[config.mk]
export PLATFORM = sky130hd
export DESIGN_NAME = fcs_sequencer
export DESIGN_NICKNAME = d
export VERILOG_FILES = /design/src/pkg/fcs_pkg.sv /design/src/hdl/fcs_sequencer.sv
export SDC_FILE = /design/constraint.sdc
export NUM_CORES = 1
export LEC_CHECK = 0
export ABC_AREA = 1
export BUFFER_PORTS_ARGS = -buffer_cell sky130_fd_sc_hd__buf_4
export CORE_UTILIZATION = 25
export CTS_BUF_LIST = sky130_fd_sc_hd__clkbuf_4
export DETAILED_ROUTE_END_ITERATION = 12
export GPL_ROUTABILITY_DRIVEN = 0
export SLEW_MARGIN = 20
export SYNTH_ARGS = -nofsm -noshare
export SYNTH_HDL_FRONTEND = slang
export SYNTH_SLANG_ARGS = --single-unit
[constraint.sdc]
create_clock -name clock_i -period 2.45 [get_ports clock_i]
set_input_delay 0 -clock clock_i [delete_from_list [all_inputs] [get_ports clock_i]]
set_output_delay 0 -clock clock_i [all_outputs]
set_load 0.01 [all_outputs]
[src/pkg/fcs_pkg.sv]
// Constants and types for the flash command sequencer
package fcs_pkg;
  localparam int          CLK_MHZ       = 50;
  localparam int          WINDOW_US     = 35;
  localparam int          WINDOW_CYC    = WINDOW_US * CLK_MHZ;
  localparam logic [15:0] UNLOCK_ADDR1  = 16'h0aa8;
  localparam logic [15:0] UNLOCK_ADDR2  = 16'h0554;
  localparam logic [7:0]  CODE_UNLOCK1  = 8'haa;
  localparam logic [7:0]  CODE_UNLOCK2  = 8'h55;
  localparam logic [7:0]  CODE_PROGRAM  = 8'ha0;
  localparam logic [7:0]  CODE_ERASE    = 8'h80;
  localparam logic [7:0]  CODE_FULL     = 8'h10;
  localparam logic [7:0]  CODE_SECTOR   = 8'h30;
  localparam logic [7:0]  CODE_RESET    = 8'hf0;
  localparam logic [7:0]  CODE_SUSPEND  = 8'hb0;
  localparam logic [15:0] FLASH_BASE_HI = 16'h0020;
  localparam int          NUM_SECTORS   = 4;
  localparam int          SECT_LSB      = 13;
  localparam int          BIT_POLL      = 7;
  localparam int          BIT_TOGGLE    = 6;
  localparam int          BIT_TLIMIT    = 5;
  localparam int          BIT_WINDOW    = 3;
  localparam int          BIT_TOGGLE2   = 2;
  localparam logic [1:0]  SIZE_BYTE     = 2'h0;
  localparam logic [1:0]  SIZE_HALF     = 2'h1;
  localparam logic [1:0]  SIZE_WORD     = 2'h2;

  typedef enum logic [2:0] {
    FCS_CYC1, FCS_CYC2, FCS_CYC3, FCS_CYC4, FCS_CYC5, FCS_CYC6
  } fcs_seq_t;

  typedef enum logic [2:0] {
    FCS_READ, FCS_PROG, FCS_FULL, FCS_WIN, FCS_SECT, FCS_SUSP, FCS_SUSP_PROG
  } fcs_op_t;
endpackage

[src/hdl/fcs_sequencer.sv]
// Flash command decoder and hardware sequence flag logic
`timescale 1ns/10ps
module fcs_sequencer
  import fcs_pkg::*;
(
  input  wire logic                   clock_i,
  input  wire logic                   reset_i,
  input  wire logic [31:0]            addr_i,
  input  wire logic [15:0]            wdata_i,
  input  wire logic                   wr_i,
  input  wire logic                   rd_i,
  input  wire logic [1:0]             size_i,
  input  wire logic                   access_width_sel_i,
  input  wire logic [15:0]            array_rdata_i,
  input  wire logic                   op_done_i,
  input  wire logic                   time_limit_i,
  output logic      [15:0]            rdata_o,
  output logic                        ready_o,
  output logic                        prog_start_o,
  output logic      [31:0]            program_target_o,
  output logic      [15:0]            program_word_o,
  output logic                        erase_run_o,
  output logic                        erase_full_o,
  output logic      [NUM_SECTORS-1:0] erase_sector_pointer_o
);
  localparam int CNT_W = $clog2(WINDOW_CYC + 1);

  fcs_seq_t               seq_ff;
  fcs_seq_t               nxt_seq;
  fcs_op_t                op_ff;
  fcs_op_t                nxt_op;
  logic [CNT_W-1:0]       win_cnt_ff;
  logic                   toggle_ff;
  logic                   toggle2_ff;
  logic [15:0]            rdata_ff;
  logic                   prog_start_ff;
  logic [31:0]            target_ff;
  logic [15:0]            word_ff;
  logic [NUM_SECTORS-1:0] sect_ff;
  logic [NUM_SECTORS-1:0] nxt_sect;
  logic                   tlim_ff;
  logic                   third_ff;

  // Access qualification: flash range and programming mode
  wire       in_flash   = addr_i[31:16] == FLASH_BASE_HI;
  wire       prog_mode  = ~access_width_sel_i;
  wire       cmd_wr     = wr_i & in_flash & prog_mode;
  wire [7:0] code       = wdata_i[7:0];
  wire [15:0] low_addr  = addr_i[15:0];
  wire       at_a1      = low_addr == UNLOCK_ADDR1;
  wire       at_a2      = low_addr == UNLOCK_ADDR2;
  wire [1:0] sect_idx   = addr_i[SECT_LSB +: 2];
  wire [NUM_SECTORS-1:0] sect_hot = NUM_SECTORS'(1) << sect_idx;
  wire       busy       = op_ff != FCS_READ;
  wire       win_done   = (op_ff == FCS_WIN) && (win_cnt_ff == CNT_W'(WINDOW_CYC - 1));
  wire       susp_any   = (op_ff == FCS_SUSP) || (op_ff == FCS_SUSP_PROG);
  wire       in_erase_s = (sect_ff & sect_hot) != '0;
  wire       flag_read  = rd_i & in_flash & prog_mode & (size_i != SIZE_WORD);
  wire       prog_busy  = (op_ff == FCS_PROG) || (op_ff == FCS_SUSP_PROG);
  wire       do_reset   = cmd_wr && code == CODE_RESET && !prog_busy && op_ff != FCS_FULL
                          && op_ff != FCS_SECT && op_ff != FCS_WIN;
  wire       seq_hit    = (seq_ff == FCS_CYC1 && at_a1 && code == CODE_UNLOCK1) ||
                          (seq_ff == FCS_CYC2 && at_a2 && code == CODE_UNLOCK2) ||
                          (seq_ff == FCS_CYC3 && at_a1 &&
                           (code == CODE_PROGRAM || code == CODE_ERASE)) ||
                          (seq_ff == FCS_CYC4 &&
                           (third_ff || (at_a1 && code == CODE_UNLOCK1))) ||
                          (seq_ff == FCS_CYC5 && at_a2 && code == CODE_UNLOCK2) ||
                          (seq_ff == FCS_CYC6);
  logic prog_cmd;
  logic erase_cmd;
  logic third_prog;

  assign ready_o                = ~busy | susp_any & (op_ff != FCS_SUSP_PROG);
  assign rdata_o                = rdata_ff;
  assign prog_start_o           = prog_start_ff;
  assign program_target_o       = target_ff;
  assign program_word_o         = word_ff;
  assign erase_run_o            = (op_ff == FCS_FULL) || (op_ff == FCS_SECT);
  assign erase_full_o           = op_ff == FCS_FULL;
  assign erase_sector_pointer_o = sect_ff;

  // Unlock cycles and program commands may only be taken in read state or while suspended; erase only in read
  wire cmd_idle = (op_ff == FCS_READ) || (op_ff == FCS_SUSP);
  assign third_prog = (seq_ff == FCS_CYC3) && code == CODE_PROGRAM;
  assign prog_cmd  = cmd_wr && cmd_idle && seq_ff == FCS_CYC4 && third_ff
                     && !addr_i[0];
  assign erase_cmd = cmd_wr && op_ff == FCS_READ && seq_ff == FCS_CYC6 &&
                     ((at_a1 && code == CODE_FULL) || code == CODE_SECTOR);

  always_comb
  begin
    nxt_seq = FCS_CYC1;
    if (cmd_wr && cmd_idle && seq_hit && !do_reset)
    begin
      case (seq_ff)
        FCS_CYC1: nxt_seq = FCS_CYC2;
        FCS_CYC2: nxt_seq = FCS_CYC3;
        FCS_CYC3: nxt_seq = FCS_CYC4;
        FCS_CYC4: nxt_seq = (third_ff || op_ff == FCS_SUSP) ? FCS_CYC1 : FCS_CYC5;
        FCS_CYC5: nxt_seq = FCS_CYC6;
        default:  nxt_seq = FCS_CYC1;
      endcase
    end
    else if (!cmd_wr)
      nxt_seq = seq_ff;
    // Any mismatching command write falls back to the first cycle; writes outside flash or in read-only mode hold it
  end

  always_comb
  begin
    nxt_op   = op_ff;
    nxt_sect = sect_ff;
    case (op_ff)
      FCS_READ:
      begin
        if (prog_cmd)
          nxt_op = FCS_PROG;
        else if (erase_cmd && code == CODE_FULL)
        begin
          nxt_op   = FCS_FULL;
          nxt_sect = '1;
        end
        else if (erase_cmd)
        begin
          nxt_op   = FCS_WIN;
          nxt_sect = sect_hot;
        end
      end
      FCS_PROG, FCS_FULL:
      begin
        // Suspend ignored here; reset only after a time-limit overrun
        if (cmd_wr && code == CODE_RESET && tlim_ff)
          nxt_op = FCS_READ;
        else if (op_done_i)
          nxt_op = FCS_READ;
      end
      FCS_WIN:
      begin
        if (cmd_wr && code == CODE_SUSPEND)
          nxt_op = FCS_SUSP;
        else if (cmd_wr && code == CODE_SECTOR)
          nxt_sect = sect_ff | sect_hot;
        else if (win_done)
          nxt_op = FCS_SECT;
      end
      FCS_SECT:
      begin
        if (cmd_wr && code == CODE_SUSPEND)
          nxt_op = FCS_SUSP;
        else if (cmd_wr && code == CODE_RESET && tlim_ff)
          nxt_op = FCS_READ;
        else if (op_done_i)
        begin
          nxt_op   = FCS_READ;
          nxt_sect = '0;
        end
      end
      FCS_SUSP:
      begin
        if (prog_cmd && !in_erase_s)
          nxt_op = FCS_SUSP_PROG;
        else if (cmd_wr && seq_ff == FCS_CYC1 && code == CODE_SECTOR)
          nxt_op = FCS_SECT;
      end
      FCS_SUSP_PROG:
      begin
        if (op_done_i || (cmd_wr && code == CODE_RESET && tlim_ff))
          nxt_op = FCS_SUSP;
      end
      default: nxt_op = FCS_READ;
    endcase
    if (do_reset && op_ff == FCS_READ)
      nxt_op = FCS_READ;
  end

  // Flag word built from state; array data where the flags step aside
  logic [15:0] flags;
  always_comb
  begin
    flags = array_rdata_i;
    case (op_ff)
      FCS_PROG, FCS_SUSP_PROG:
      begin
        flags              = 16'h0000;
        flags[BIT_POLL]    = ~word_ff[7];
        flags[BIT_TOGGLE]  = toggle_ff;
        flags[BIT_TLIMIT]  = tlim_ff;
        flags[BIT_WINDOW]  = op_ff == FCS_SUSP_PROG;
      end
      FCS_FULL, FCS_WIN, FCS_SECT:
      begin
        flags              = 16'h0000;
        flags[BIT_TOGGLE]  = toggle_ff;
        flags[BIT_TLIMIT]  = tlim_ff;
        flags[BIT_WINDOW]  = op_ff != FCS_WIN;
        flags[BIT_TOGGLE2] = toggle2_ff;
      end
      FCS_SUSP:
      begin
        if (in_erase_s)
        begin
          flags              = 16'h0000;
          flags[BIT_WINDOW]  = 1'b1;
          flags[BIT_TOGGLE2] = toggle2_ff;
        end
      end
      default: flags = array_rdata_i;
    endcase
  end

  wire show_flags = flag_read && (busy || susp_any);
  wire tog_step   = show_flags && op_ff != FCS_SUSP;
  wire tog2_step  = show_flags && op_ff != FCS_PROG && op_ff != FCS_SUSP_PROG
                    && (op_ff != FCS_SUSP || in_erase_s);
  wire tlim_clr   = (nxt_op == FCS_READ) || (nxt_op == FCS_SUSP);

  always_ff @(posedge clock_i or posedge reset_i)
  begin
    if (reset_i)
    begin
      seq_ff   <= FCS_CYC1;
      op_ff    <= FCS_READ;
      sect_ff  <= '0;
      third_ff <= 1'b0;
    end
    else
    begin
      seq_ff  <= nxt_seq;
      op_ff   <= nxt_op;
      sect_ff <= nxt_sect;
      if (cmd_wr && seq_ff == FCS_CYC3)
        third_ff <= third_prog;
    end
  end

  always_ff @(posedge clock_i or posedge reset_i)
  begin
    if (reset_i)
    begin
      win_cnt_ff <= '0;
      toggle_ff  <= 1'b0;
      toggle2_ff <= 1'b0;
      tlim_ff    <= 1'b0;
      rdata_ff   <= 16'h0000;
    end
    else
    begin
      // Window restarts on entry; extra sector codes do not extend it
      win_cnt_ff <= (op_ff == FCS_WIN) ? win_cnt_ff + CNT_W'(1) : '0;
      toggle_ff  <= toggle_ff ^ tog_step;
      toggle2_ff <= toggle2_ff ^ tog2_step;
      tlim_ff    <= tlim_clr ? 1'b0 : (tlim_ff | (busy & time_limit_i));
      if (rd_i)
        rdata_ff <= show_flags ? flags : array_rdata_i;
    end
  end

  always_ff @(posedge clock_i or posedge reset_i)
  begin
    if (reset_i)
    begin
      prog_start_ff <= 1'b0;
      target_ff     <= 32'h0000_0000;
      word_ff       <= 16'h0000;
    end
    else
    begin
      prog_start_ff <= prog_cmd && (nxt_op != op_ff);
      if (prog_cmd && (nxt_op != op_ff))
      begin
        target_ff <= addr_i;
        word_ff   <= wdata_i;
      end
    end
  end

  a_prog_start: assert property (@(posedge clock_i) disable iff (reset_i)
    prog_start_o |-> op_ff == FCS_PROG || op_ff == FCS_SUSP_PROG)
    else $error("program start without program state");
  a_odd_reject: assert property (@(posedge clock_i) disable iff (reset_i)
    (cmd_wr && addr_i[0]) |=> !prog_start_o)
    else $error("odd program address accepted");
  a_rom_mode: assert property (@(posedge clock_i) disable iff (reset_i)
    (op_ff == FCS_READ && access_width_sel_i) |=> op_ff == FCS_READ)
    else $error("command taken in read-only mode");
  a_window_len: assert property (@(posedge clock_i) disable iff (reset_i)
    (op_ff == FCS_WIN && !cmd_wr && win_cnt_ff != CNT_W'(WINDOW_CYC - 1)) |=> op_ff == FCS_WIN)
    else $error("erase window ended early");
  a_suspend_ign: assert property (@(posedge clock_i) disable iff (reset_i)
    (op_ff == FCS_FULL) |=> op_ff != FCS_SUSP)
    else $error("suspend taken during full erase");
  a_poll_inv: assert property (@(posedge clock_i) disable iff (reset_i)
    (show_flags && op_ff == FCS_PROG) |=> rdata_o[BIT_POLL] == ~$past(word_ff[7]))
    else $error("poll bit not inverted");
  a_erase_flags: assert property (@(posedge clock_i) disable iff (reset_i)
    (show_flags && erase_run_o) |=> rdata_o[BIT_POLL] == 1'b0 && rdata_o[BIT_WINDOW])
    else $error("erase flags wrong");
  a_word_read: assert property (@(posedge clock_i) disable iff (reset_i)
    (rd_i && size_i == SIZE_WORD) |=> rdata_o == $past(array_rdata_i))
    else $error("flags returned on word read");
endmodule

# Word level (Yosys, flattened, before mapping)
# Index checks and enable logic that the tools add are counted.
dict set report op_classes {
  add_sub_neg 1
  eq_ne 39
  shifts 1
  mux 32
  bitwise_logic 16
  reduce_logical 74
}
# operator count
set ops {}
lappend ops {{3-bit 2-to-1 mux} 16}
lappend ops {{16-bit one-hot mux with 3 select lines} 1}
lappend ops {{1-bit logical AND} 42}
lappend ops {{8-bit == test, second input constant} 5}
lappend ops {{16-bit 2-to-1 mux} 2}
lappend ops {{4-bit 2-to-1 mux} 8}
lappend ops {{3-bit == test, second input constant} 6}
lappend ops {{3-bit one-hot mux with 6 select lines} 1}
lappend ops {{1-bit logical OR} 17}
lappend ops {{16-bit by 11-bit == test with 1-bit output, second input constant} 1}
lappend ops {{16-bit by 12-bit == test with 1-bit output, second input constant} 1}
lappend ops {{16-bit by 6-bit == test with 1-bit output, second input constant} 1}
lappend ops {{3-bit one-hot mux with 5 select lines} 1}
lappend ops {{2-bit != test, second input constant} 7}
lappend ops {{3-bit by 2-bit == test with 1-bit output, second input constant} 4}
lappend ops {{3-bit != test, second input constant} 4}
lappend ops {{4-bit one-hot mux with 3 select lines} 1}
lappend ops {{11-bit by 1-bit adder with 11-bit output, second input constant} 1}
lappend ops {{11-bit == test, second input constant} 1}
lappend ops {{11-bit 2-to-1 mux} 1}
lappend ops {{3-bit logical NOT} 3}
lappend ops {{8-bit by 5-bit == test with 1-bit output, second input constant} 1}
lappend ops {{8-bit by 6-bit == test with 1-bit output, second input constant} 1}
lappend ops {{8-bit by 7-bit == test with 1-bit output, second input constant} 1}
lappend ops {{other kinds (19)} 36}
dict set report totals {
  reg_bits 90
  inputBits 73
  output_inout_bits 72
  wordCells 175
}

# Depth between registers and ports, before layout
dict set report logic_depth {
  ltp_word 14
  mapped_depth 19
  ltp_nobuf 18
}

# Worst setup path after synthesis
# OpenSTA, ideal clock, no wires.
dict set report synth_timing {
  path_type {flip-flop to flip-flop}
  start {reg op_ff[2]}
  end {reg word_ff[7], in the netlist program_word_o[7]}
  setup_time_ns 0.117
  t_arrival_ns 1.890
  slack_ns 0.443
  stages_incl_launch_ff 19
  cell_sequence {dfrtp_1 inv_2 nand2_2 inv_2 nand2_1 nor2_1 nand2_1 nand2_1 nand2_1 nand2_1 nand2_1 nand3_2 nand2_1 nand2_2 nand3_4 buf_12 buf_8 nand3_2 nand2_1}
}
dict set report synth_via {
  elab_chain_cells 12
}
# element line
set synth_rtl {}
lappend synth_rtl {{from (decl)} fcs_sequencer.sv:30} ;# fcs_op_t op_ff;
lappend synth_rtl {{from (signal assigned)} fcs_sequencer.sv:230} ;# op_ff <= nxt_op;
lappend synth_rtl {{3-bit == test or 3-bit logical NOT (tied branches)} {fcs_sequencer.sv:84, fcs_sequencer.sv:114, fcs_sequencer.sv:88}}
lappend synth_rtl {{1-bit logical OR} fcs_sequencer.sv:84} ;# wire cmd_idle = (op_ff == FCS_READ) || (op_ff == FCS_SUSP);
lappend synth_rtl {{1-bit logical AND (3 in series)} fcs_sequencer.sv:86} ;# assign prog_cmd = cmd_wr && cmd_idle && seq_ff == FCS_CYC4 && third_ff
lappend synth_rtl {{1-bit logical AND} fcs_sequencer.sv:87} ;# && !addr_i[0];
lappend synth_rtl {{1-bit logical AND} fcs_sequencer.sv:161} ;# if (prog_cmd && !in_erase_s)
lappend synth_rtl {{3-bit 2-to-1 mux} fcs_sequencer.sv:161}
lappend synth_rtl {{3-bit one-hot mux with 6 select lines} fcs_sequencer.sv:114} ;# case (op_ff)
lappend synth_rtl {{3-bit 2-to-1 mux} fcs_sequencer.sv:173} ;# if (do_reset && op_ff == FCS_READ)
lappend synth_rtl {{3-bit != test} fcs_sequencer.sv:270} ;# if (prog_cmd && (nxt_op != op_ff))
lappend synth_rtl {{1-bit logical AND *} fcs_sequencer.sv:270}
lappend synth_rtl {{to (signal assigned)} fcs_sequencer.sv:273} ;# word_ff <= wdata_i;
lappend synth_rtl {{to (decl)} fcs_sequencer.sv:38} ;# logic [15:0] word_ff;
# Every way passes the cells marked *; elsewhere a longest branch is shown, timed or not.
# A chain may end at the register's enable or synchronous reset.

# Worst setup path in the final report
dict set report layout_timing {
  start {reg op_ff[1]}
  end {reg target_ff[10], in the netlist program_target_o[10]}
}
dict set report layout_via {
  elab_chain_cells 12
}
# element line
set layout_rtl {}
lappend layout_rtl {{3-bit == test or 3-bit logical NOT (tied branches)} {fcs_sequencer.sv:84, fcs_sequencer.sv:114, fcs_sequencer.sv:88}}
lappend layout_rtl {{1-bit logical OR} fcs_sequencer.sv:84}
lappend layout_rtl {{1-bit logical AND (3 in series)} fcs_sequencer.sv:86}
lappend layout_rtl {{1-bit logical AND} fcs_sequencer.sv:87}
lappend layout_rtl {{1-bit logical AND} fcs_sequencer.sv:161}
lappend layout_rtl {{3-bit 2-to-1 mux} fcs_sequencer.sv:161}
lappend layout_rtl {{3-bit one-hot mux with 6 select lines} fcs_sequencer.sv:114}
lappend layout_rtl {{3-bit 2-to-1 mux} fcs_sequencer.sv:173}
lappend layout_rtl {{3-bit != test} fcs_sequencer.sv:270}
lappend layout_rtl {{1-bit logical AND *} fcs_sequencer.sv:270}
lappend layout_rtl {{to (signal assigned)} fcs_sequencer.sv:272} ;# target_ff <= addr_i;
lappend layout_rtl {{to (decl)} fcs_sequencer.sv:37} ;# logic [31:0] target_ff;
# Marked as above.

==> summary.txt <==
Hold Crit Class: primary input to flip-flop
GR Util All Layers: 15.2%
Worst-margin pin slew: 0.546 ns
Overflow after GRT: 0
Worst-path fanout max: 16
Wire per inst: 13.9 um
Ys flop type: dfrtp_1
DP HPWL: 10,100 um
Clk sinks: 90
Clk buf depth: 2
Vias in the first global route: 4,663
Number of enable flip-flop cells after synthesis: 0
Worst setup SP type: flip-flop
Peak supply drop: 0.210 mV
Post-Syn Area: 0.00479 sq mm
Ys Warns: 0
Die X: 140 um
WS Path Type: flip-flop to flip-flop
Synth area leaders: dfrtp_1 47%, nand2_1 12%, nand3_2 6.5%, nor2_1 5.2%, nand3_1 4.9%
ANT nets after route: 0
Syn-to-layout area delta: 47.5%
CP endpoint kind: flip-flop
Max Slew Vio Count: 0
Drt drc: 0
R2r setup slk: 0.18 ns
DIE AREA: 0.0197 sq mm
DRT iter0 DRCs: 272
FF+latch count, synth: 90
Cells after Synth: 585
Slew margin rel.: 63.6%
Largest net degree at the start of global routing: 51
Global-route wire length before repair: 23,600 um
Initial antenna violation count: 1
Dominant cell type by area after synthesis: dfrtp_1
Core Rows: 50
DR vias: 4,779
Clk_skew: 0.0284 ns
Worst-path clk slew: 0.15 ns
Share of cells above drive strength 1: 30.7%
Initial core utilization: 25.5%
Leakage: 3.50 nW
Count leader, synth: nand2_1
CTS tree: yes
PwrDens: 386 mW/mm^2
Vias per inst: 4.56
Syn nets: 660
Period utilization: 92.6%
CTS H-tree lvls: 3
Sequential area share after synthesis: 47.0%
Clk root buf: clkbuf_4
Fmax: 441 MHz
Critical Path AT: 2.66 ns
Num CTS Buffers: 9
DRT Pass-1 Iters: 4
Final nets: 882
Clock latency on the worst-skew pair: 0.48 ns
Final Setup Violations: 0
Post-layout util: 37.6%
Minimum clock period: 2.27 ns
Core area: 0.0188 sq mm
Drt total wl: 14,600 um
Async SR Flop Fraction: 100%
Post-synth top area share: 47.0%
Hold WS: 0.0548 ns
Synth cell types: 38
IO Port Bufs: 144
Synth cell count leaders: 155 x nand2_1, 90 x dfrtp_1, 66 x nor2_1
Final hold violations: 0
Status: finished, final reports clean
Syn_area_per_cell: 8.19 sq um
Number of I/O pins: 145
Die height: 140 um
Critical path required time: 2.84 ns
RSZ-0062 raised after global routing: true
Max Cap Viol: 0
## final timing paths
| path | startpoint | to | depth (start not counted) |
|---|---|---|---|
| max | op_ff[1]$_DFF_PP0_ | program_target_o[10]$_DFFE_PP0P_ | 17 |
| min | addr_i[25] | third_ff$_DFFE_PP0P_ | 8 |
| max reg2reg | op_ff[1]$_DFF_PP0_ | program_target_o[10]$_DFFE_PP0P_ | 17 |
| min reg2reg | program_target_o[21]$_DFFE_PP0P_ | program_target_o[21]$_DFFE_PP0P_ | 2 |
| max in group asynchronous | reset_i | op_ff[2]$_DFF_PP0_ | 4 |
| min in group asynchronous | reset_i | program_target_o[15]$_DFFE_PP0P_ | 3 |
## per-stage QoR
stage | area [sq um] | std cells | TNS [ns] | setup slack [ns] | power (mW)
after detailed placement | 6180 | 958 | 0 | 0.131 | 1.88
after floorplan | 4790 | 585 | 0 | 0.115 | 1.68
after global placement | 6180 | 958 | 0 | 0.178 | 1.88
final | 7060 | 1047 | 0 | 0.182 | 2.73
after CTS | 6970 | 1041 | 0 | 0.0894 | 2.79
after global routing | 7060 | 1047 | -0.265 | -0.0365 | 2.89
## cells in the final DEF, fill, tap and decap left out, types with 3 or more instances in the layout
cell,Yosys,routed
nand2_1,155,155
nand4_1,10,10
nand2_2,8,7
o21ai_0,23,23
clkbuf_4,0,11
nor4_1,3,3
buf_12,2,4
a21oi_1,15,15
nand3_1,47,46
inv_1,42,41
dfrtp_2,0,3
nor2_1,66,64
inv_2,7,6
dfrtp_1,90,87
a21boi_0,16,14
nor2_2,9,10
a31oi_1,8,8
nand3_2,31,32
o22ai_1,3,3
nor2_4,2,3
nor3_1,10,9
buf_4,0,157
nor3_2,2,3
dlygate4sd3_1,0,67
## power by group
part           internal (mW)  total (mW)  switching, mW  leakage (nW)
registers               1.52        1.54         0.0239          1.19
logic                  0.221       0.400          0.179          2.25
clock network          0.237       0.785          0.548        0.0674
total                   1.98        2.73          0.751          3.50
## layer usage
layer  up-vias  GRT usage (%)  part of all wire, %
met4         0           6.77                  2.4
met5         -              0                    0
met1      2246           19.7                   46
met2       137           24.9                   48
li1       2373              -                    -
met3        23           2.46                  4.2
## state kept, by name (all words and copies together), names as in the netlist, 3 cells and up
| register | flops |
|---|---|
| op_ff | 3 |
| program_word_o | 16 |
| rdata_o | 16 |
| seq_ff | 3 |
| win_cnt_ff | 11 |
| program_target_o | 32 |
| erase_sector_pointer_o | 4 |
## worst max-delay path: stages (launching register included)
cell,delay [ns]
dfrtp_2,0.44
buf_4,0.13
nand2_1,0.06
clkinv_1,0.08
nand2_4,0.08
nor3_2,0.25
nand3_1,0.11
nand2_1,0.07
nand2_1,0.08
nor2_4,0.12
nand3_2,0.09
nand2_1,0.10
nand2_2,0.08
nand3_4,0.11
nand2_4,0.08
clkbuf_16,0.18
nand2_1,0.07
nand2_1,0.04
## cells by family (layout without fill, tap and decap cells)
family	after synthesis	in the layout	synth area share [%]
adders and majority gates	2	2	0.522
DFF	90	90	47.0
xor gates and xnor gates	3	3	0.549
AOI/OAI and AO/OA	74	74	9.40
buffers and inverters	69	296	6.74
and+or+nand+nor	347	347	35.8
other	0	1	0
## layout make-up
type,count,area [sq um]
multi-input combinational,426,2240
clock buffer,11,82.6
tap,234,293
sequential,90,2260
inverter,51,196
clock inverter,5,38.8
antenna,1,2.50
timing repair buffer,229,1950
fill,1942,11700
## what timing repair did
action	4_1_cts	5_1_grt
setup endpoints to repair	0	61
gates resized for setup	0	12
hold buffers	67	0
setup buffers	0	4
endpoints found under the hold margin	95	0
Power figures use the tool's default switching activity.
